`src/core/hsdc_pkg.sv`:
```
// Purpose: Shared constants and types for the high-side driver control block
// Assumes: Register access over the device's 8-bit serial frame (4 address, 4 data bits)
// Notes:   Register addresses and bit positions are named once here
package hsdc_pkg;

   // Serial frame layout
   localparam logic [3:0] SPI_FRAME_BITS = 4'h8;
   localparam logic [3:0] SPI_ADDR_BITS = 4'h4;
   localparam logic [3:0] SPI_CNT_MAX = 4'hF;

   // Register addresses: one write register and one read register share each
   localparam logic [3:0] ADDR_HIGH_SIDE = 4'h9;
   localparam logic [3:0] ADDR_INTERRUPT = 4'h3;

   // High-side control register fields
   localparam int CTRL_EN1_BIT = 0;
   localparam int CTRL_EN2_BIT = 1;
   localparam int CTRL_PSEL2_BIT = 2;
   localparam int CTRL_PSEL1_BIT = 3;
   localparam logic [3:0] CTRL_RESET = 4'h0;

   // High-side status register fields
   localparam int STAT_CL1_BIT = 0;
   localparam int STAT_OP1_BIT = 1;
   localparam int STAT_CL2_BIT = 2;
   localparam int STAT_OP2_BIT = 3;

   // Interrupt mask register field and reset value
   localparam int MASK_HS_BIT = 2;
   localparam logic MASK_HS_RESET = 1'b0;

   // Interrupt source codes
   localparam logic [3:0] SRC_CODE_NONE = 4'h0;
   localparam logic [3:0] SRC_CODE_HIGH_SIDE = 4'h2;

   // System status nibble, high-side summary bit
   localparam int SYS_HSS_BIT = 1;

   // Operating modes of the device
   typedef enum logic [2:0] {
      MODE_RESET,
      MODE_NORMAL_REQUEST,
      MODE_NORMAL,
      MODE_STOP,
      MODE_SLEEP
   } hsdc_mode_e;

   // Serial slave states
   typedef enum logic [0:0] {
      SPI_IDLE,
      SPI_ACTIVE
   } hsdc_spi_state_e;

   // Analog sense inputs of one driver
   typedef struct packed {
      logic open_load;
      logic current_limit;
      logic over_temp;
   } hsdc_sense_s;

   // Control bits of one driver
   typedef struct packed {
      logic enable;
      logic pulse_select;
   } hsdc_ctrl_s;

   // Reported flags of one driver
   typedef struct packed {
      logic open_load;
      logic current_limit;
   } hsdc_flags_s;

   // Modes in which interrupts may be raised
   function automatic logic irq_mode_ok(input hsdc_mode_e mode);
      irq_mode_ok = (mode == MODE_NORMAL) || (mode == MODE_NORMAL_REQUEST) ||
                    (mode == MODE_STOP);
   endfunction

endpackage

```
`src/core/hsdc_top.sv`:
```
// Purpose: Control and fault logic for two high-side switches behind the serial port
// Assumes: All inputs synchronous to clk_sys; mode supplied by the mode controller
// Notes:   Shutdowns latch until a control write made after the cause has gone
//
// Summary of operation
// - Each switch turns on or off with its own enable bit in the control register.
// - With enable and pulse-select both set, a switch follows the direct pulse input.
// - Open-load flag of an enabled channel shows low load current, bits 1 and 3.
// - Current-limit flag shows a driver in current limitation, bits 0 and 2.
// - Overtemperature on either driver turns both switches off together.
// - A thermal shutdown sets every open-load and current-limit flag at once.
// - The thermal shutdown event is latched until software services it.
// - The shutdown is reported with source code 0010 in the source register.
// - With the high-side mask bit set, the event pulls the interrupt output low.
// - A masked source keeps the interrupt output high and its source flag clear.
// - Interrupts arise only in Normal, Normal Request or Stop mode.
// - After a thermal shutdown only a control write with the heat gone re-enables.
// - Enabled overvoltage shutdown in Normal mode turns both off until a write after it ends.
`timescale 1ns/1ps
module hsdc_top (
   // Clock and reset
   input wire logic clk_sys,
   input wire logic srst,
   // Serial register port
   input wire logic spi_cs_n,
   input wire logic spi_sclk,
   input wire logic spi_mosi,
   output logic spi_miso,
   output logic spi_miso_oe,
   // Direct pulse control
   input wire logic direct_pulse_input,
   // Driver sense, index 0 is switch one
   input wire hsdc_pkg::hsdc_sense_s [1:0] chan_sense,
   // Supply and mode
   input wire logic supply_overvoltage,
   input wire logic overvoltage_shutdown_enable,
   input wire hsdc_pkg::hsdc_mode_e op_mode,
   // Outputs
   output logic [1:0] switch_drive,
   output logic irq_n
);

   // Control and interrupt state
   logic [3:0] high_side_control_reg_ff, nxt_high_side_control_reg;
   logic high_side_irq_mask_ff, nxt_high_side_irq_mask;
   logic thermal_off_ff, nxt_thermal_off;
   logic volt_off_ff, nxt_volt_off;
   logic src_hs_ff, nxt_src_hs;
   logic irq_n_ff, nxt_irq_n;

   // Serial slave connections
   logic [3:0] addr_nib;
   logic [3:0] rd_nib;
   logic [3:0] sys_nib;
   logic [7:0] frame_byte;
   logic frame_valid;

   // Channel connections
   hsdc_pkg::hsdc_ctrl_s [1:0] chan_ctrl;
   hsdc_pkg::hsdc_flags_s [1:0] chan_flags;
   logic [1:0] chan_drive;
   logic [3:0] high_side_status_reg;
   logic [3:0] interrupt_source_reg;
   logic over_temp_any;
   logic shutdown_all;
   logic hs_write;
   logic int_write;
   logic hs_event;
   logic mode_ok;

   hsdc_spi u_spi (
      .clk_sys(clk_sys),
      .srst(srst),
      .spi_cs_n(spi_cs_n),
      .spi_sclk(spi_sclk),
      .spi_mosi(spi_mosi),
      .miso_ff(spi_miso),
      .miso_oe_ff(spi_miso_oe),
      .sys_nib(sys_nib),
      .rd_nib(rd_nib),
      .addr_nib(addr_nib),
      .frame_ff(frame_valid),
      .frame_byte(frame_byte)
   );

   assign chan_ctrl[0].enable = high_side_control_reg_ff[hsdc_pkg::CTRL_EN1_BIT];
   assign chan_ctrl[0].pulse_select = high_side_control_reg_ff[hsdc_pkg::CTRL_PSEL1_BIT];
   assign chan_ctrl[1].enable = high_side_control_reg_ff[hsdc_pkg::CTRL_EN2_BIT];
   assign chan_ctrl[1].pulse_select = high_side_control_reg_ff[hsdc_pkg::CTRL_PSEL2_BIT];

   // Immediate cut on a live overtemperature, then the latches hold it
   assign over_temp_any = chan_sense[0].over_temp || chan_sense[1].over_temp;
   assign shutdown_all = over_temp_any || thermal_off_ff || volt_off_ff;

   genvar gi;
   generate
      for (gi = 0; gi < 2; gi = gi + 1) begin : g_chan
         hsdc_channel u_chan (
            .clk_sys(clk_sys),
            .srst(srst),
            .ctrl(chan_ctrl[gi]),
            .direct_pulse_input(direct_pulse_input),
            .shutdown(shutdown_all),
            .thermal_latched(thermal_off_ff),
            .sense(chan_sense[gi]),
            .drive_ff(chan_drive[gi]),
            .flags_ff(chan_flags[gi])
         );
      end
   endgenerate

   assign switch_drive = chan_drive;
   assign irq_n = irq_n_ff;

   // Status map of both channels
   assign high_side_status_reg[hsdc_pkg::STAT_CL1_BIT] = chan_flags[0].current_limit;
   assign high_side_status_reg[hsdc_pkg::STAT_OP1_BIT] = chan_flags[0].open_load;
   assign high_side_status_reg[hsdc_pkg::STAT_CL2_BIT] = chan_flags[1].current_limit;
   assign high_side_status_reg[hsdc_pkg::STAT_OP2_BIT] = chan_flags[1].open_load;

   assign interrupt_source_reg = src_hs_ff ? hsdc_pkg::SRC_CODE_HIGH_SIDE :
                                 hsdc_pkg::SRC_CODE_NONE;

   always_comb begin
      sys_nib = 4'h0;
      sys_nib[hsdc_pkg::SYS_HSS_BIT] = |high_side_status_reg;
   end

   // Read data for the addressed register
   always_comb begin
      case (addr_nib)
         hsdc_pkg::ADDR_HIGH_SIDE: rd_nib = high_side_status_reg;
         hsdc_pkg::ADDR_INTERRUPT: rd_nib = interrupt_source_reg;
         default: rd_nib = 4'h0;
      endcase
   end

   assign hs_write = frame_valid && (frame_byte[7:4] == hsdc_pkg::ADDR_HIGH_SIDE);
   assign int_write = frame_valid && (frame_byte[7:4] == hsdc_pkg::ADDR_INTERRUPT);
   assign hs_event = over_temp_any && !thermal_off_ff;
   assign mode_ok = hsdc_pkg::irq_mode_ok(op_mode);

   // Control registers and shutdown latches
   always_comb begin
      nxt_high_side_control_reg = high_side_control_reg_ff;
      nxt_high_side_irq_mask = high_side_irq_mask_ff;
      nxt_thermal_off = thermal_off_ff;
      nxt_volt_off = volt_off_ff;
      if (hs_write) begin
         nxt_high_side_control_reg = frame_byte[3:0];
         if (!over_temp_any) begin
            nxt_thermal_off = 1'b0;
         end
         if (!supply_overvoltage) begin
            nxt_volt_off = 1'b0;
         end
      end
      if (int_write) begin
         nxt_high_side_irq_mask = frame_byte[hsdc_pkg::MASK_HS_BIT];
      end
      // Set wins over a write in the same cycle
      if (over_temp_any) begin
         nxt_thermal_off = 1'b1;
      end
      if (supply_overvoltage && overvoltage_shutdown_enable &&
          op_mode == hsdc_pkg::MODE_NORMAL) begin
         nxt_volt_off = 1'b1;
      end
   end

   always_ff @(posedge clk_sys) begin
      if (srst) begin
         high_side_control_reg_ff <= hsdc_pkg::CTRL_RESET;
         high_side_irq_mask_ff <= hsdc_pkg::MASK_HS_RESET;
         thermal_off_ff <= 1'b0;
         volt_off_ff <= 1'b0;
      end else begin
         high_side_control_reg_ff <= nxt_high_side_control_reg;
         high_side_irq_mask_ff <= nxt_high_side_irq_mask;
         thermal_off_ff <= nxt_thermal_off;
         volt_off_ff <= nxt_volt_off;
      end
   end

   // Interrupt source latch and request output
   always_comb begin
      nxt_src_hs = src_hs_ff;
      // A complete eight-bit frame to the interrupt register services the event
      if (int_write) begin
         nxt_src_hs = 1'b0;
      end
      if (!high_side_irq_mask_ff) begin
         nxt_src_hs = 1'b0;
      end
      if (hs_event && high_side_irq_mask_ff && mode_ok) begin
         nxt_src_hs = 1'b1;
      end
      nxt_irq_n = !(src_hs_ff && high_side_irq_mask_ff && mode_ok);
   end

   always_ff @(posedge clk_sys) begin
      if (srst) begin
         src_hs_ff <= 1'b0;
         irq_n_ff <= 1'b1;
      end else begin
         src_hs_ff <= nxt_src_hs;
         irq_n_ff <= nxt_irq_n;
      end
   end

endmodule // hsdc_top

```
`src/core/hsdc_channel.sv`:
```
// Purpose: One high-side switch: drive decision and live status flags
// Assumes: Sense inputs synchronous to clk_sys
// Notes:   Shutdown forces the switch off; thermal latch forces both flags set
`timescale 1ns/1ps
module hsdc_channel (
   // Clock and reset
   input wire logic clk_sys,
   input wire logic srst,
   // Control
   input wire hsdc_pkg::hsdc_ctrl_s ctrl,
   input wire logic direct_pulse_input,
   input wire logic shutdown,
   input wire logic thermal_latched,
   // Sense
   input wire hsdc_pkg::hsdc_sense_s sense,
   // Results
   output logic drive_ff,
   output hsdc_pkg::hsdc_flags_s flags_ff
);

   logic nxt_drive;
   hsdc_pkg::hsdc_flags_s nxt_flags;

   always_comb begin
      if (shutdown) begin
         nxt_drive = 1'b0;
      end else if (ctrl.enable && ctrl.pulse_select) begin
         nxt_drive = direct_pulse_input;
      end else begin
         nxt_drive = ctrl.enable;
      end
      if (thermal_latched) begin
         nxt_flags.open_load = 1'b1;
         nxt_flags.current_limit = 1'b1;
      end else begin
         nxt_flags.open_load = ctrl.enable && sense.open_load;
         nxt_flags.current_limit = drive_ff && sense.current_limit;
      end
   end

   always_ff @(posedge clk_sys) begin
      if (srst) begin
         drive_ff <= 1'b0;
         flags_ff <= '0;
      end else begin
         drive_ff <= nxt_drive;
         flags_ff <= nxt_flags;
      end
   end

endmodule // hsdc_channel

```
`src/core/hsdc_spi.sv`:
```
// Purpose: Serial register slave, one 8-bit frame per chip-select low phase
// Assumes: Pins synchronous to clk_sys; clock idles low; sample on falling edge
// Notes:   Frame is valid only with exactly eight falling edges
`timescale 1ns/1ps
module hsdc_spi (
   // Clock and reset
   input wire logic clk_sys,
   input wire logic srst,
   // Serial pins
   input wire logic spi_cs_n,
   input wire logic spi_sclk,
   input wire logic spi_mosi,
   output logic miso_ff,
   output logic miso_oe_ff,
   // Register side
   input wire logic [3:0] sys_nib,
   input wire logic [3:0] rd_nib,
   output logic [3:0] addr_nib,
   output logic frame_ff,
   output logic [7:0] frame_byte
);

   hsdc_pkg::hsdc_spi_state_e state_ff, nxt_state;
   logic sclk_q_ff, nxt_sclk_q;
   logic [3:0] cnt_ff, nxt_cnt;
   logic [7:0] rx_ff, nxt_rx;
   logic [7:0] tx_ff, nxt_tx;
   logic [2:0] idx_ff, nxt_idx;
   logic nxt_miso, nxt_miso_oe, nxt_frame;
   logic sclk_fall, sclk_rise;

   assign sclk_fall = sclk_q_ff && !spi_sclk;
   assign sclk_rise = !sclk_q_ff && spi_sclk;
   assign addr_nib = rx_ff[3:0];
   assign frame_byte = rx_ff;

   always_comb begin
      nxt_state = state_ff;
      nxt_sclk_q = spi_sclk;
      nxt_cnt = cnt_ff;
      nxt_rx = rx_ff;
      nxt_tx = tx_ff;
      nxt_idx = idx_ff;
      nxt_miso_oe = miso_oe_ff;
      nxt_frame = 1'b0;
      case (state_ff)
         hsdc_pkg::SPI_IDLE: begin
            nxt_miso_oe = 1'b0;
            if (!spi_cs_n) begin
               nxt_state = hsdc_pkg::SPI_ACTIVE;
               nxt_cnt = 4'h0;
               nxt_idx = 3'h0;
               nxt_tx = {sys_nib, 4'h0};
               nxt_miso_oe = 1'b1;
            end
         end
         hsdc_pkg::SPI_ACTIVE: begin
            if (spi_cs_n) begin
               nxt_state = hsdc_pkg::SPI_IDLE;
               nxt_miso_oe = 1'b0;
               nxt_frame = (cnt_ff == hsdc_pkg::SPI_FRAME_BITS);
            end else begin
               if (sclk_fall) begin
                  nxt_rx = {rx_ff[6:0], spi_mosi};
                  if (cnt_ff != hsdc_pkg::SPI_CNT_MAX) begin
                     nxt_cnt = cnt_ff + 4'h1;
                  end
               end
               // Reply data follows once the address nibble is in
               if (cnt_ff == hsdc_pkg::SPI_ADDR_BITS) begin
                  nxt_tx[3:0] = rd_nib;
               end
               if (sclk_rise && cnt_ff != 4'h0 && idx_ff != 3'h7) begin
                  nxt_idx = idx_ff + 3'h1;
               end
            end
         end
         default: begin
            nxt_state = hsdc_pkg::SPI_IDLE;
            nxt_miso_oe = 1'b0;
         end
      endcase
      nxt_miso = nxt_tx[3'h7 - nxt_idx];
   end

   always_ff @(posedge clk_sys) begin
      if (srst) begin
         state_ff <= hsdc_pkg::SPI_IDLE;
         sclk_q_ff <= 1'b0;
         cnt_ff <= 4'h0;
         rx_ff <= 8'h00;
         tx_ff <= 8'h00;
         idx_ff <= 3'h0;
         miso_ff <= 1'b0;
         miso_oe_ff <= 1'b0;
         frame_ff <= 1'b0;
      end else begin
         state_ff <= nxt_state;
         sclk_q_ff <= nxt_sclk_q;
         cnt_ff <= nxt_cnt;
         rx_ff <= nxt_rx;
         tx_ff <= nxt_tx;
         idx_ff <= nxt_idx;
         miso_ff <= nxt_miso;
         miso_oe_ff <= nxt_miso_oe;
         frame_ff <= nxt_frame;
      end
   end

endmodule // hsdc_spi

```
`config.mk`:
```
export PLATFORM = sky130hd
export DESIGN_NAME = hsdc_top
export DESIGN_NICKNAME = d
export VERILOG_FILES = /design/src/core/hsdc_pkg.sv /design/src/core/hsdc_top.sv /design/src/core/hsdc_channel.sv /design/src/core/hsdc_spi.sv
export SDC_FILE = /design/constraint.sdc
export NUM_CORES = 1
export LEC_CHECK = 0
export ABC_AREA = 1
export BUFFER_PORTS_ARGS = -buffer_cell sky130_fd_sc_hd__buf_2
export CAP_MARGIN = 20
export CORE_ASPECT_RATIO = 1.75
export CORE_MARGIN = 8
export CORE_UTILIZATION = 53
export CTS_BUF_LIST = sky130_fd_sc_hd__clkbuf_16
export DETAILED_ROUTE_END_ITERATION = 7
export PLACE_DENSITY = 0.73
export RECOVER_POWER = 50
export SLEW_MARGIN = 20
export SYNTH_ARGS = -nofsm -noshare
export SYNTH_HDL_FRONTEND = slang
export SYNTH_SLANG_ARGS = --single-unit
```
`constraint.sdc`:
```
create_clock -name clk_sys -period 1.9 [get_ports clk_sys]
set_input_delay 0.095 -clock clk_sys [delete_from_list [all_inputs] [get_ports clk_sys]]
set_output_delay 0.095 -clock clk_sys [all_outputs]
set_load 0.01 [all_outputs]
```
Yosys cells after proc, flatten, opt, wreduce, memory -nomap -nowiden
Cells that the tools add are included.
- flip-flop bits (word level): 43
- bits of input ports: 17
- logic and storage cells: 115
- add/subtract/negate cells: 3
- $lt $le $gt $ge: 1
- eq/ne operators: 18
- muxes and demuxes: 33
- bitwise operators: 2
- reductions and logical operators: 37
- operators by type and width (kind ; number):
    two-way mux 4 bit ; 7
    case mux 4 bit (2 select lines) ; 3
    logical AND 1 bit ; 19
    two-way mux 1 bit ; 13
    equality test 4 bit (second input constant) ; 3
    inequality test 2 bit (second input constant) ; 5
    two-way mux 3 bit ; 3
    equality test 4 x 2 -> 1 bit (second input constant) ; 2
    two-way mux 8 bit ; 1
    equality test 3 x 2 -> 1 bit (second input constant) ; 2
    two-way mux 2 bit ; 3
    case mux 3 bit (2 select lines) ; 1
    logical OR 1 bit ; 5
    adder 4 x 1 -> 4 bit (second input constant) ; 1
    equality test 4 x 3 -> 1 bit (second input constant) ; 1
    logical NOT 1 bit ; 4
    < comparator 3 x 4 -> 1 bit (second input constant) ; 1
    inequality test 4 bit (second input constant) ; 1
    AND reduction 4 bit ; 1
    nonzero test 2 bit ; 2
    nonzero test 4 bit ; 1
    OR reduction 4 bit ; 1
    adder 3 x 1 -> 3 bit (second input constant) ; 1
    binary-select mux 1 bit (select 3 bit) ; 1
    11 further kinds ; 12

Depth between registers and ports, before layout
Gate-level depths: netlist of the first run.
- depth after elaboration: 10
- depth in mapped cells: 14

Cells and area by module
Synthesis of the first run repeated with hierarchy kept, for this count alone.
- cells, all modules: 302
- area, all modules: 2097.0 um2
- by module, submodules not included (module ; times used ; cells each ; area each (um2) ; sequential area each (um2)):
    hsdc_spi ; 1 ; 190 ; 1392.6 ; 560.5
    hsdc_top ; 1 ; 82 ; 489.2 ; 180.2
    hsdc_channel ; 2 ; 15 ; 107.6 ; 60.1

Worst setup path before layout of the first run
OpenSTA, ideal clock, no wires.
- kind: register to register
- start: register u_spi.idx_ff[0]
- end: register u_spi.miso_ff
- setup time: 113 ps
- arrival: 1462 ps
- required time: 1787 ps
- path slack: 326 ps
- cell stages (with the launch flop): 15
- path through: dfxtp_1 -> ha_1 -> ha_1 -> inv_1 -> nand2_1 -> nor2_4 -> nand3_2 -> clkinv_1 -> nand2_1 -> nand2_2 -> inv_2 -> nand3_1 -> nand2_1 -> nor2_1 -> nor2_1
- longest elaborated chain between the ends: 8
- elaborated cells between the ends (all ways): 10
- ends and longest elaborated chain (element ; line ; text):
    start, declared ; hsdc_spi.sv:28 ; logic [2:0] idx_ff, nxt_idx;
    start signal, assigned ; hsdc_spi.sv:103 ; idx_ff <= nxt_idx;
    parallel branches: the longest is 4 deep, another holds adder 3 x 1 -> 3 bit ; n/a ;
    case mux 3 bit (2 select lines) (*) ; hsdc_spi.sv:46 ; case (state_ff)
    subtractor 3 bit (*) ; hsdc_spi.sv:83 ; nxt_miso = nxt_tx[3'h7 - nxt_idx];
    binary-select mux 1 bit (select 3 bit) (*) ; hsdc_spi.sv:83 ;
    two-way mux 1 bit (not written as such) (*) ; hsdc_spi.sv:83 ;
    end signal, assigned ; hsdc_spi.sv:104 ; miso_ff <= nxt_miso;
    end, declared ; hsdc_spi.sv:13 ; output logic miso_ff,
Every way passes the cells marked *. The select of a mux whose other input is x is not followed.
A chain may end at the register's enable or synchronous reset.

Worst setup path after layout of the first run
Ends and elaborated chain as after synthesis.

==> metrics.md, run 1 <==
| Metric | Value |
|---|---|
| Pwr dens | 833 nW/um^2 |
| Register area | 861 um^2 |
| WL met3 | 86 um |
| Status | finished, final reports clean |
| Vias in the first global route | 1742 |
| Most frequent cells in the layout | nor2_1, nand2_1, dfxtp_1 |
| Yosys cell types | 29 |
| Final core occ | 61.6% |
| Layout overhead on the synthesized area | 13.6% |
| Post-synthesis net count | 284 |
| Clock Tree Buf Depth | 2 |
| TritonCTS buffer count | 5 |
| Mean area per synthesized cell | 7.33 um^2 |
| ANT cells | 0 |
| CTS root buf | clkbuf_16 |
| Final clock skew | 0.00278 ns |
| Clock sinks | 43 |
| CP top delay family | simple AND/OR/NAND/NOR gates |
| Final setup TNS | 0 ns |
| Critical path data arrival time | 1.87 ns |
| Fin area | 2190 um^2 |
| Final worst path period share | 89.0% |
| GRT Total Usage | 16.2% |
| I/O pin total | 22 |
| RSZ-0062 raised after global routing | false |
| Placed Area | 2060 um^2 |
| Crit path depth | 14 |
| Yosys warnings | 0 |
| Initial DRC count | 39 |
| Sequential Power Share | 50.6% |
| Htree depth | 2 |
| Yosys reg bits | 43 |
| Clock share of power | 44.0% |
| Final worst slack | 0.209 ns |
| Clock slew at reported path FFs | 0.06 ns |
| Worst-case reg-to-reg path depth | 14 |
| Tmin final | 1.69 ns |
| CTS tree | yes |
| DRC viols | 0 |
| Floorplan row count | 29 |
| Final Max Tran Viols | 0 |
| FMAX | 591 MHz |
| Area of the multi-input gates | 897 um^2 |
| Crit-path cells | ha_1, ha_1, inv_1, nand2_1, nor2_4, nand3_2, clkinv_1, nand2_1, nand2_2, inv_2, nand3_1, nand2_1, nor2_1, nor2_1 |
| Worst-Margin Slew | 0.924 ns |
| Worst EP required | 2.07 ns |
| Chip width | 61.6 um |
| WL per Instance | 12.6 um |
| Switch Pwr | 0.399 mW |
| First-pass GRT wire length | 7180 um |
| Uppermost layer routed | met4 |
| CP max-delay cell | dfxtp_1 |
| # port buffers | 21 |
| Max VDD drop | 619 uV |
| Hold Crit Depth | 3 |
| Place WS | 0.214 ns |
| Crit-path max FO | 3 |
| Leakage | 0.983 nW |
| Slew HR | 38.4% |
| Clk Latency, worst-skew pair | 0.28 ns |
| Die Y | 95.8 um |
| Die ar. | 5900 um^2 |
| Count of final setup violators | 0 |
| Detailed Routing Iterations Pass 1 | 4 |
| Met1 Wirelength | 1710 um |
| Mapped Cells | 263 |
| DR vias | 1710 |
| CP endpoint kind | flip-flop |
| Core area | 3560 um^2 |
| Syn Std Cell Area | 1930 um^2 |
| Layout net count | 306 |
| Met2 wire len | 2360 um |
| Combinational fraction of design power | 5.4% |
| Worst min path class | in2reg |
| Crit path launch type | flip-flop |
| Grt ovf | 0 |
| Internal power component | 1.42 mW |
| Largest stage delay, worst path | 0.33 ns |
| Detail Placement HPWL | 3110 um |
| RD Place Congestion | 0.779 |
| Switching fraction of total power | 21.9% |
| Fillers | 367 |
| Drt total wl | 4190 um |
| Vias/cell | 5.15 |
| Starting density of the core | 54.2% |
| Ratio of cells with drive above 1 in the final layout | 15.0% |
| Antenna Nets Post-Route | 0 |
| Sequential share of the synthesized area | 44.6% |
| Kind of critical path | reg2reg |
| Initial antenna violation count | 0 |
| Buffers plus inverters on the worst setup path | 3 |
| MaxCap Viol Count | 0 |
| Most used cell, CP | nand2_1 |
| Final Hold Viols | 0 |
| Largest net degree at the start of global routing | 22 |
| Most common cell after layout, fill and taps aside | nor2_1 |
| Final Total Pwr | 1.82 mW |
[path summary, 6_finish.rpt]
path / slack [ns] / from / end
setup / recovery: 0.21 / u_spi.idx_ff[0] / u_spi.miso_ff
hold / removal: 0.04 / spi_mosi / u_spi.frame_byte[0]
setup reg to reg: 0.21 / u_spi.idx_ff[0] / u_spi.miso_ff
hold reg to reg: 0.43 / src_hs_ff / irq_n
[routing by layer]
| metal | vias to the layer above | GRT usage (%) |
|---|---|---|
| met4 | 0 | 9.94 |
| li1 | 888 | - |
| met2 | 23 | 29.6 |
| met1 | 797 | 15.4 |
| met5 | - | 0 |
| met3 | 2 | 3.48 |
[timing repair]
action                     CTS  global route
setup endpoints to repair    0             1
resized for setup            0             1
setup buffers                0             0
hold buffers                 0             0
[cell usage after synthesis]
cell type  count  area [um^2]
nand2_1       44          165
nand2_4        1         11.3
dfxtp_1       43          861
a211oi_1       1         7.51
clkbuf_1       3         11.3
buf_1          1         3.75
nor2_2         4         25.0
buf_4          3         22.5
inv_2          5         18.8
o21ai_0       18         90.1
nand4_1        7         43.8
nand3_4        1         17.5
nand2_2        3         18.8
a21oi_1       18         90.1
nand3_1       19         95.1
nand3_2        4         40.0
o21a_1         1         7.51
ha_1           4         50.1
buf_2          1         5.00
clkinv_1       1         3.75
nor2_1        45          169
nor4_1         1         6.26
nor2_4         2         22.5
xor2_1         1         8.76
o32ai_1        1         8.76
inv_1         28          105
nand3b_1       1         7.51
or2_2          1         6.26
and3_1         1         6.26
[through the flow]
stage,instances,hold WS (ns)
3_5_place_dp,324,0.324
4_1_cts,332,0.0356
3_3_place_gp,324,0.322
2_1_floorplan,263,0.179
6_report,332,0.0385
5_1_grt,332,0.0581
[flip-flops by register name (all words and copies together), names as in the netlist]
register                  flops
u_spi.miso_ff                 1
u_spi.idx_ff                  3
u_spi.miso_oe_ff              1
u_spi.frame_byte              8
g_chan.u_chan.flags_ff        4
g_chan.u_chan.drive_ff        2
volt_off_ff                   1
u_spi.sclk_q_ff               1
u_spi.cnt_ff                  4
u_spi.state_ff                1
u_spi.frame_ff                1
src_hs_ff                     1
u_spi.tx_ff                   8
high_side_irq_mask_ff         1
irq_n                         1
thermal_off_ff                1
high_side_control_reg_ff      4
[worst min-delay path, stage by stage]
cell and delay, ns:
buf_2 0.07, nor2_1 0.03, nor2_1 0.08
[cell families (layout without fill, tap and decap cells)]
group,after synthesis,in the layout,synth area share [%]
adder cells (fa/ha/maj),4,4,2.60
buffers and inverters,42,65,8.82
AO/OA/AOI/OAI,39,39,10.6
flip-flops,43,43,44.6
XOR/XNOR,1,1,0.454
AND/OR/NAND/NOR,134,134,32.9
[power by group through the flow]
stage,clock network [mW],logic [mW],registers [mW]
finish,0.802,0.0983,0.923
global route,0.856,0.111,0.925
CTS,0.811,0.101,0.923
detailed placement,0,0.100,0.943
global placement,0,0.0990,0.943
floorplan,0,0.0622,0.943
[area by class of cell]
type	instances	area share [%]
clock buffer	5	5.71
tap	46	2.63
clock inverter	3	0.571
multi-input combinational	178	40.9
timing repair buffer	23	5.03
sequential	43	39.3
inverter	34	5.83
Note: power is estimated with default switching activity, not from simulation.
==> run 2, diff against run 1 <==
--- a/config.mk
+++ b/config.mk
@@ -6,14 +6,16 @@
 export NUM_CORES = 1
 export LEC_CHECK = 0
 export ABC_AREA = 1
-export BUFFER_PORTS_ARGS = -buffer_cell sky130_fd_sc_hd__buf_2
 export CAP_MARGIN = 20
+export CELL_PAD_IN_SITES_DETAIL_PLACEMENT = 1
+export CELL_PAD_IN_SITES_GLOBAL_PLACEMENT = 1
 export CORE_ASPECT_RATIO = 1.75
 export CORE_MARGIN = 8
-export CORE_UTILIZATION = 53
+export CORE_UTILIZATION = 45
 export CTS_BUF_LIST = sky130_fd_sc_hd__clkbuf_16
 export DETAILED_ROUTE_END_ITERATION = 7
-export PLACE_DENSITY = 0.73
+export DONT_BUFFER_PORTS = 1
+export PLACE_DENSITY_LB_ADDON = 0.1
 export RECOVER_POWER = 50
 export SLEW_MARGIN = 20
 export SYNTH_ARGS = -nofsm -noshare
==> run 2 against run 1 <==
Net effect:
- sequential power about the same
- largest power group is now the clock network
- global-route usage about the same
- via count down 0.99%
- critical path type unchanged
==> metrics.md, run 2 (synthesized netlist as in run 1, its figures left out) <==
| Metric | Value |
|---|---|
| Clk Latency, worst-skew pair | 0.28 ns (about the same) |
| Final worst slack | 0.148 ns (was 0.209 ns) |
| Clock slew at reported path FFs | 0.06 ns (about the same) |
| RD Place Congestion | 0.760 (was 0.779) |
| Htree depth | 2 (unchanged) |
| ANT cells | 0 (unchanged) |
| Crit-path cells | ha_2, ha_1, inv_1, nand2_1, nor2_4, nand3_2, inv_2, nand2_1, nand2_2, inv_2, nand3_1, nand3_1, nand2_1, nor2_1 (was ha_1, ha_1, inv_1, nand2_1, nor2_4, nand3_2, clkinv_1, nand2_1, nand2_2, inv_2, nand3_1, nand2_1, nor2_1, nor2_1) |
| Ratio of cells with drive above 1 in the final layout | 12.3% (was 15.0%) |
| Register area | 865 um^2 (was 861 um^2) |
| Layout overhead on the synthesized area | 18.3% (was 13.6%) |
| Status | finished, final reports clean (unchanged) |
| # port buffers | 0 (was 21) |
| Final Max Tran Viols | 0 (unchanged) |
| Leakage | 0.975 nW (was 0.983 nW) |
| Vias/cell | 5.21 (was 5.15) |
| Min Hold Slack | 0.0240 ns (was 0.0385 ns) |
| Worst min path class | in2reg (unchanged) |
| Max VDD drop | 840 uV (was 619 uV) |
| Floorplan row count | 31 (was 29) |
| TritonCTS buffer count | 5 (unchanged) |
| Kind of critical path | reg2reg (unchanged) |
| Initial DRC count | 37 (was 39) |
| Most used cell, CP | nand2_1 (unchanged) |
| Clock sinks | 43 (unchanged) |
| Largest stage delay, worst path | 0.36 ns (was 0.33 ns) |
| Initial antenna violation count | 0 (unchanged) |
| Tmin final | 1.75 ns (was 1.69 ns) |
| Most common cell after layout, fill and taps aside | nor2_1 (unchanged) |
| Layout net count | 296 (was 306) |
| Buffers plus inverters on the worst setup path | 3 (unchanged) |
| Final setup TNS | 0 ns (unchanged) |
| Antenna Nets Post-Route | 0 (unchanged) |
| Clock Tree Buf Depth | 2 (unchanged) |
| Final core occ | 55.5% (was 61.6%) |
| Worst EP required | 2.08 ns (was 2.07 ns) |
| Detail Placement HPWL | 3590 um (was 3110 um) |
| GRT met3 Usage | 3.37% (was 3.48%) |
| CP max-delay cell | dfxtp_4 (was dfxtp_1) |
| Area of the multi-input gates | 910 um^2 (was 897 um^2) |
| Pwr dens | 934 nW/um^2 (was 833 nW/um^2) |
| Slew HR | 49.4% (was 38.4%) |
| Drt total wl | 5050 um (was 4190 um) |
| Chip width | 65.5 um (was 61.6 um) |
| CTS root buf | clkbuf_16 (unchanged) |
| Grt ovf | 0 (unchanged) |
| DRC viols | 0 (unchanged) |
| GRT Total Usage | 16.2% (about the same) |
| Crit path launch type | flip-flop (unchanged) |
| I/O pin total | 22 (unchanged) |
| Final Hold Viols | 0 (unchanged) |
| WL per Instance | 15.5 um (was 12.6 um) |
| Most frequent cells in the layout | nor2_1, nand2_1, dfxtp_1 (unchanged) |
| Place WS | 0.142 ns (was 0.214 ns) |
| Worst-Margin Slew | 0.757 ns (was 0.924 ns) |
| CP endpoint kind | flip-flop (unchanged) |
| Die Y | 103 um (was 95.8 um) |
| Largest net degree at the start of global routing | 22 (unchanged) |
| Critical path data arrival time | 1.93 ns (was 1.87 ns) |
| MaxCap Viol Count | 0 (unchanged) |
| Met2 Use GR | 33.4% (was 29.6%) |
| Final Total Pwr | 2.13 mW (was 1.82 mW) |
| CP top delay family | simple AND/OR/NAND/NOR gates (unchanged) |
| First-pass GRT wire length | 8490 um (was 7180 um) |
| Count of final setup violators | 0 (unchanged) |
| Die ar. | 6720 um^2 (was 5900 um^2) |
| DR vias | 1693 (was 1710) |
| Crit-path max FO | 3 (unchanged) |
| Starting density of the core | 46.9% (was 54.2%) |
| CTS tree | yes (unchanged) |
| Core area | 4110 um^2 (was 3560 um^2) |
| FMAX | 571 MHz (was 591 MHz) |
| Final clock skew | 0.00212 ns (was 0.00278 ns) |
| Detailed Routing Iterations Pass 1 | 4 (unchanged) |
| Vias in the first global route | 1853 (was 1742) |
| Grt peak-use layer | met2 (unchanged) |
| GR Util met1 | 14.9% (was 15.4%) |
| Final worst path period share | 92.2% (was 89.0%) |
| Fillers | 530 (was 367) |
[run 2: per-layer routing]
layer  wire length, um  share of wire [%]
met4                72                1.4
met1              1920                 38
met2              2920                 58
met5                 0                  0
met3               135                2.7
[run 2: stage by stage]
step	cell area (um^2)	std cells
detailed placement	1950	305
finish	2280	325
global placement	1950	305
floorplan	1930	263
global route	2280	325
CTS	2260	324
[run 2: layout make-up]
| class | instances | area share (%) |
|---|---|---|
| Clock buffer | 5 | 5.49 |
| Timing Repair Buffer | 13 | 5.49 |
| Multi-Input combinational cell | 178 | 39.9 |
| Sequential cell | 43 | 37.9 |
| Clock inverter | 3 | 2.96 |
| Tap cell | 49 | 2.69 |
| Inverter | 34 | 5.60 |
[run 2: final timing paths]
| path | from | to | slack, ns | cells after the start |
|---|---|---|---|---|
| max | u_spi.idx_ff[0] | u_spi.miso_ff | 0.15 | 14 |
| min reg2reg | src_hs_ff | irq_n | 0.44 | 1 |
| max reg2reg | u_spi.idx_ff[0] | u_spi.miso_ff | 0.15 | 14 |
| min | chan_sense[0] | thermal_off_ff | 0.02 | 2 |
[run 2: worst register-to-register path, delay by kind of cell (launching register included)]
| kind | cells | cell delay, ns |
|---|---|---|
| and+or+nand+nor | 9 | 0.79 |
| DFF | 1 | 0.36 |
| adders and majority gates | 2 | 0.35 |
| buffers and inverters | 3 | 0.18 |
[run 2: repair_timing]
action | in CTS | in global routing
endpoints found under the hold margin | 22 | 0
hold buffers | 11 | 0
endpoints found under the setup margin | 0 | 1
setup buffers | 0 | 1
resized for setup | 0 | 7
[run 2: power by group]
group          leakage (nW)  switching (mW)  internal [mW]
Sequential            0.350         0.00856          0.915
Clock                0.0900           0.356          0.753
Combinational         0.535          0.0628         0.0357
Total                 0.975           0.427           1.70
==> run 3, diff against run 2 <==
--- a/config.mk
+++ b/config.mk
@@ -11,7 +11,7 @@
 export CELL_PAD_IN_SITES_GLOBAL_PLACEMENT = 1
 export CORE_ASPECT_RATIO = 1.75
 export CORE_MARGIN = 8
-export CORE_UTILIZATION = 45
+export CORE_UTILIZATION = 35
 export CTS_BUF_LIST = sky130_fd_sc_hd__clkbuf_16
 export DETAILED_ROUTE_END_ITERATION = 7
 export DONT_BUFFER_PORTS = 1
==> run 3 against run 2 <==
Net effect:
- the flow now finishes with violations (hold timing)
- clock skew is 0.0023 ns higher
- non-clock buffer count fell by 2
- register-to-register slack better by 0.05 ns
- sequential cell count is the same
- global-route usage shrank 2.9 points
- power shrank 7.1%
- hold slack got worse by 0.032 ns
- critical endpoint unchanged
- largest power group unchanged
- highest routed layer unchanged
==> metrics.md, run 3 (synthesized netlist as in run 1, its figures left out) <==
| Metric | Value |
|---|---|
| Reg2Reg Launch Point | u_spi.idx_ff[0] (unchanged) |
| CP endpoint kind | flip-flop (unchanged) |
| Placed Area | 1990 um^2 (was 1950 um^2) |
| Status | finished with violations (was finished, final reports clean) |
| Clk Latency, worst-skew pair | 0.28 ns (about the same) |
| TritonCTS buffer count | 5 (unchanged) |
| CTS root buf | clkbuf_16 (unchanged) |
| WL per Instance | 14.3 um (was 15.5 um) |
| CTS Hold Bufs | 10 (was 11) |
| RD Place Congestion | 0.752 (was 0.760) |
| Pwr dens | 879 nW/um^2 (was 934 nW/um^2) |
| Die Y | 114 um (was 103 um) |
| Largest net degree at the start of global routing | 22 (unchanged) |
| Most used cell, CP | nand2_1 (unchanged) |
| MaxCap Viol Count | 0 (unchanged) |
| Initial DRC count | 45 (was 37) |
| Final Total Pwr | 1.98 mW (was 2.13 mW) |
| Floorplan row count | 36 (was 31) |
| Worst min path class | in2reg (unchanged) |
| Critical path data arrival time | 1.89 ns (was 1.93 ns) |
| Clock slew at reported path FFs | 0.06 ns (about the same) |
| GRT Total Usage | 13.2% (was 16.2%) |
| Worst EP required | 2.08 ns (about the same) |
| # port buffers | 0 (unchanged) |
| Drt total wl | 4990 um (was 5050 um) |
| Layout net count | 294 (was 296) |
| R2R Path End | u_spi.miso_ff (unchanged) |
| I/O pin total | 22 (unchanged) |
| Worst-Margin Slew | 0.808 ns (was 0.757 ns) |
| Min Hold Slack | -0.00803 ns (was 0.0240 ns) |
| DR vias | 1708 (was 1693) |
| Grt ovf | 0 (unchanged) |
| Clock Tree Buf Depth | 2 (unchanged) |
| Chip width | 72.1 um (was 65.5 um) |
| Initial antenna violation count | 0 (unchanged) |
| Kind of critical path | reg2reg (unchanged) |
| Clock sinks | 43 (unchanged) |
| Tmin final | 1.71 ns (was 1.75 ns) |
| Max VDD drop | 481 uV (was 840 uV) |
| Vias in the first global route | 1841 (was 1853) |
| CP max-delay cell | dfxtp_1 (was dfxtp_4) |
| Final worst path period share | 89.7% (was 92.2%) |
| Post_cts resized | 0 (unchanged) |
| DRC viols | 0 (unchanged) |
| Hold Path Origin | op_mode[2] (was chan_sense[0]) |
| Layout overhead on the synthesized area | 16.8% (was 18.3%) |
| Flop-to-flop setup slack | 0.19 ns (was 0.15 ns) |
| Post-CTS setup buffers | 0 (unchanged) |
| Final Max Tran Viols | 0 (unchanged) |
| Crit-path max FO | 3 (unchanged) |
| Starting density of the core | 35.4% (was 46.9%) |
| Fin area | 2250 um^2 (was 2280 um^2) |
| RSZ-0062 raised after global routing | false |
| Most common cell after layout, fill and taps aside | nor2_1 (unchanged) |
| Die ar. | 8230 um^2 (was 6720 um^2) |
| Worst-case reg-to-reg path depth | 14 (unchanged) |
| Hold Crit Depth | 2 (unchanged) |
| Leakage | 0.957 nW (was 0.975 nW) |
| Hold Crit Endpoint | irq_n (was thermal_off_ff) |
| Slew HR | 46.0% (was 49.4%) |
| Vias/cell | 4.88 (was 5.21) |
| Final setup TNS | 0 ns (unchanged) |
| Failing checks | hold timing |
| Final clock skew | 0.00439 ns (was 0.00212 ns) |
| Antenna Nets Post-Route | 0 (unchanged) |
| CTS tree | yes (unchanged) |
| Detail Placement HPWL | 3710 um (was 3590 um) |
| Placed cell count | 332 (was 305) |
| Crit path launch type | flip-flop (unchanged) |
| Core area | 5450 um^2 (was 4110 um^2) |
| Largest stage delay, worst path | 0.33 ns (was 0.36 ns) |
| Ratio of cells with drive above 1 in the final layout | 10.2% (was 12.3%) |
| Most frequent cells in the layout | nor2_1, nand2_1, dfxtp_1 (unchanged) |
| Crit-path cells | ha_1, ha_1, inv_1, nand2_1, nor2_4, nand3_2, clkinv_1, nand2_1, nand2_2, inv_2, nand3_1, nand2_1, nor2_1, nor2_1 (was ha_2, ha_1, inv_1, nand2_1, nor2_4, nand3_2, inv_2, nand2_1, nand2_2, inv_2, nand3_1, nand3_1, nand2_1, nor2_1) |
| Count of final setup violators | 0 (unchanged) |
| Detailed Routing Iterations Pass 1 | 4 (unchanged) |
| Non-Filler Instances | 350 (was 325) |
| Htree depth | 2 (unchanged) |
| First-pass GRT wire length | 8480 um (was 8490 um) |
| Final Hold Viols | 1 (was 0) |
| ANT cells | 0 (unchanged) |
| FMAX | 587 MHz (was 571 MHz) |
[run 3: area by class of cell]
type	instances	area, um^2
clock buffers	5	125
clock inverters	3	38.8
fillers	689	3200
inverters	34	128
multi-input cells	178	897
flip-flops and latches	43	861
well taps	76	95.1
repair buffers	11	108
[run 3: per-layer routing]
metal	GRT usage, %	wire [um]	vias to the layer above
met4	6.45	108	0
met3	2.81	155	10
met5	0	0	-
met2	25.4	2830	22
met1	12.5	1890	814
li1	-	-	862
[run 3: through the flow]
step	utilization, %	worst slack [ns]
floorplan	-	0.326
global placement	36.5	0.216
CTS	41.3	0.167
global route	41.3	0.00710
finish	41.3	0.195
detailed placement	36.5	0.177
[run 3: critical path: cells and delay by family, from the launching register on]
family / cells / cell delay (ns)
fa+ha+maj: 2 / 0.37
buf+inv: 3 / 0.17
flops: 1 / 0.33
simple gates: 9 / 0.73
[run 3: worst max-delay path by stage]
stage,start,slack [ns],end,cells past startpoint
after detailed placement,u_spi.idx_ff[0],0.18,u_spi.miso_ff,12
after global routing,u_spi.idx_ff[0],0.007,u_spi.miso_ff,14
after floorplan,u_spi.idx_ff[0],0.33,u_spi.miso_ff,14
after CTS,u_spi.idx_ff[0],0.17,u_spi.miso_ff,14
after global placement,u_spi.idx_ff[0],0.22,u_spi.miso_ff,12
final,u_spi.idx_ff[0],0.19,u_spi.miso_ff,14
[run 3: power by group]
group | switching [mW] | total, mW | internal, mW | leakage, nW
Combinational | 0.0629 | 0.0970 | 0.0342 | 0.527
Clock | 0.344 | 0.957 | 0.613 | 0.0812
Sequential | 0.00904 | 0.925 | 0.916 | 0.349
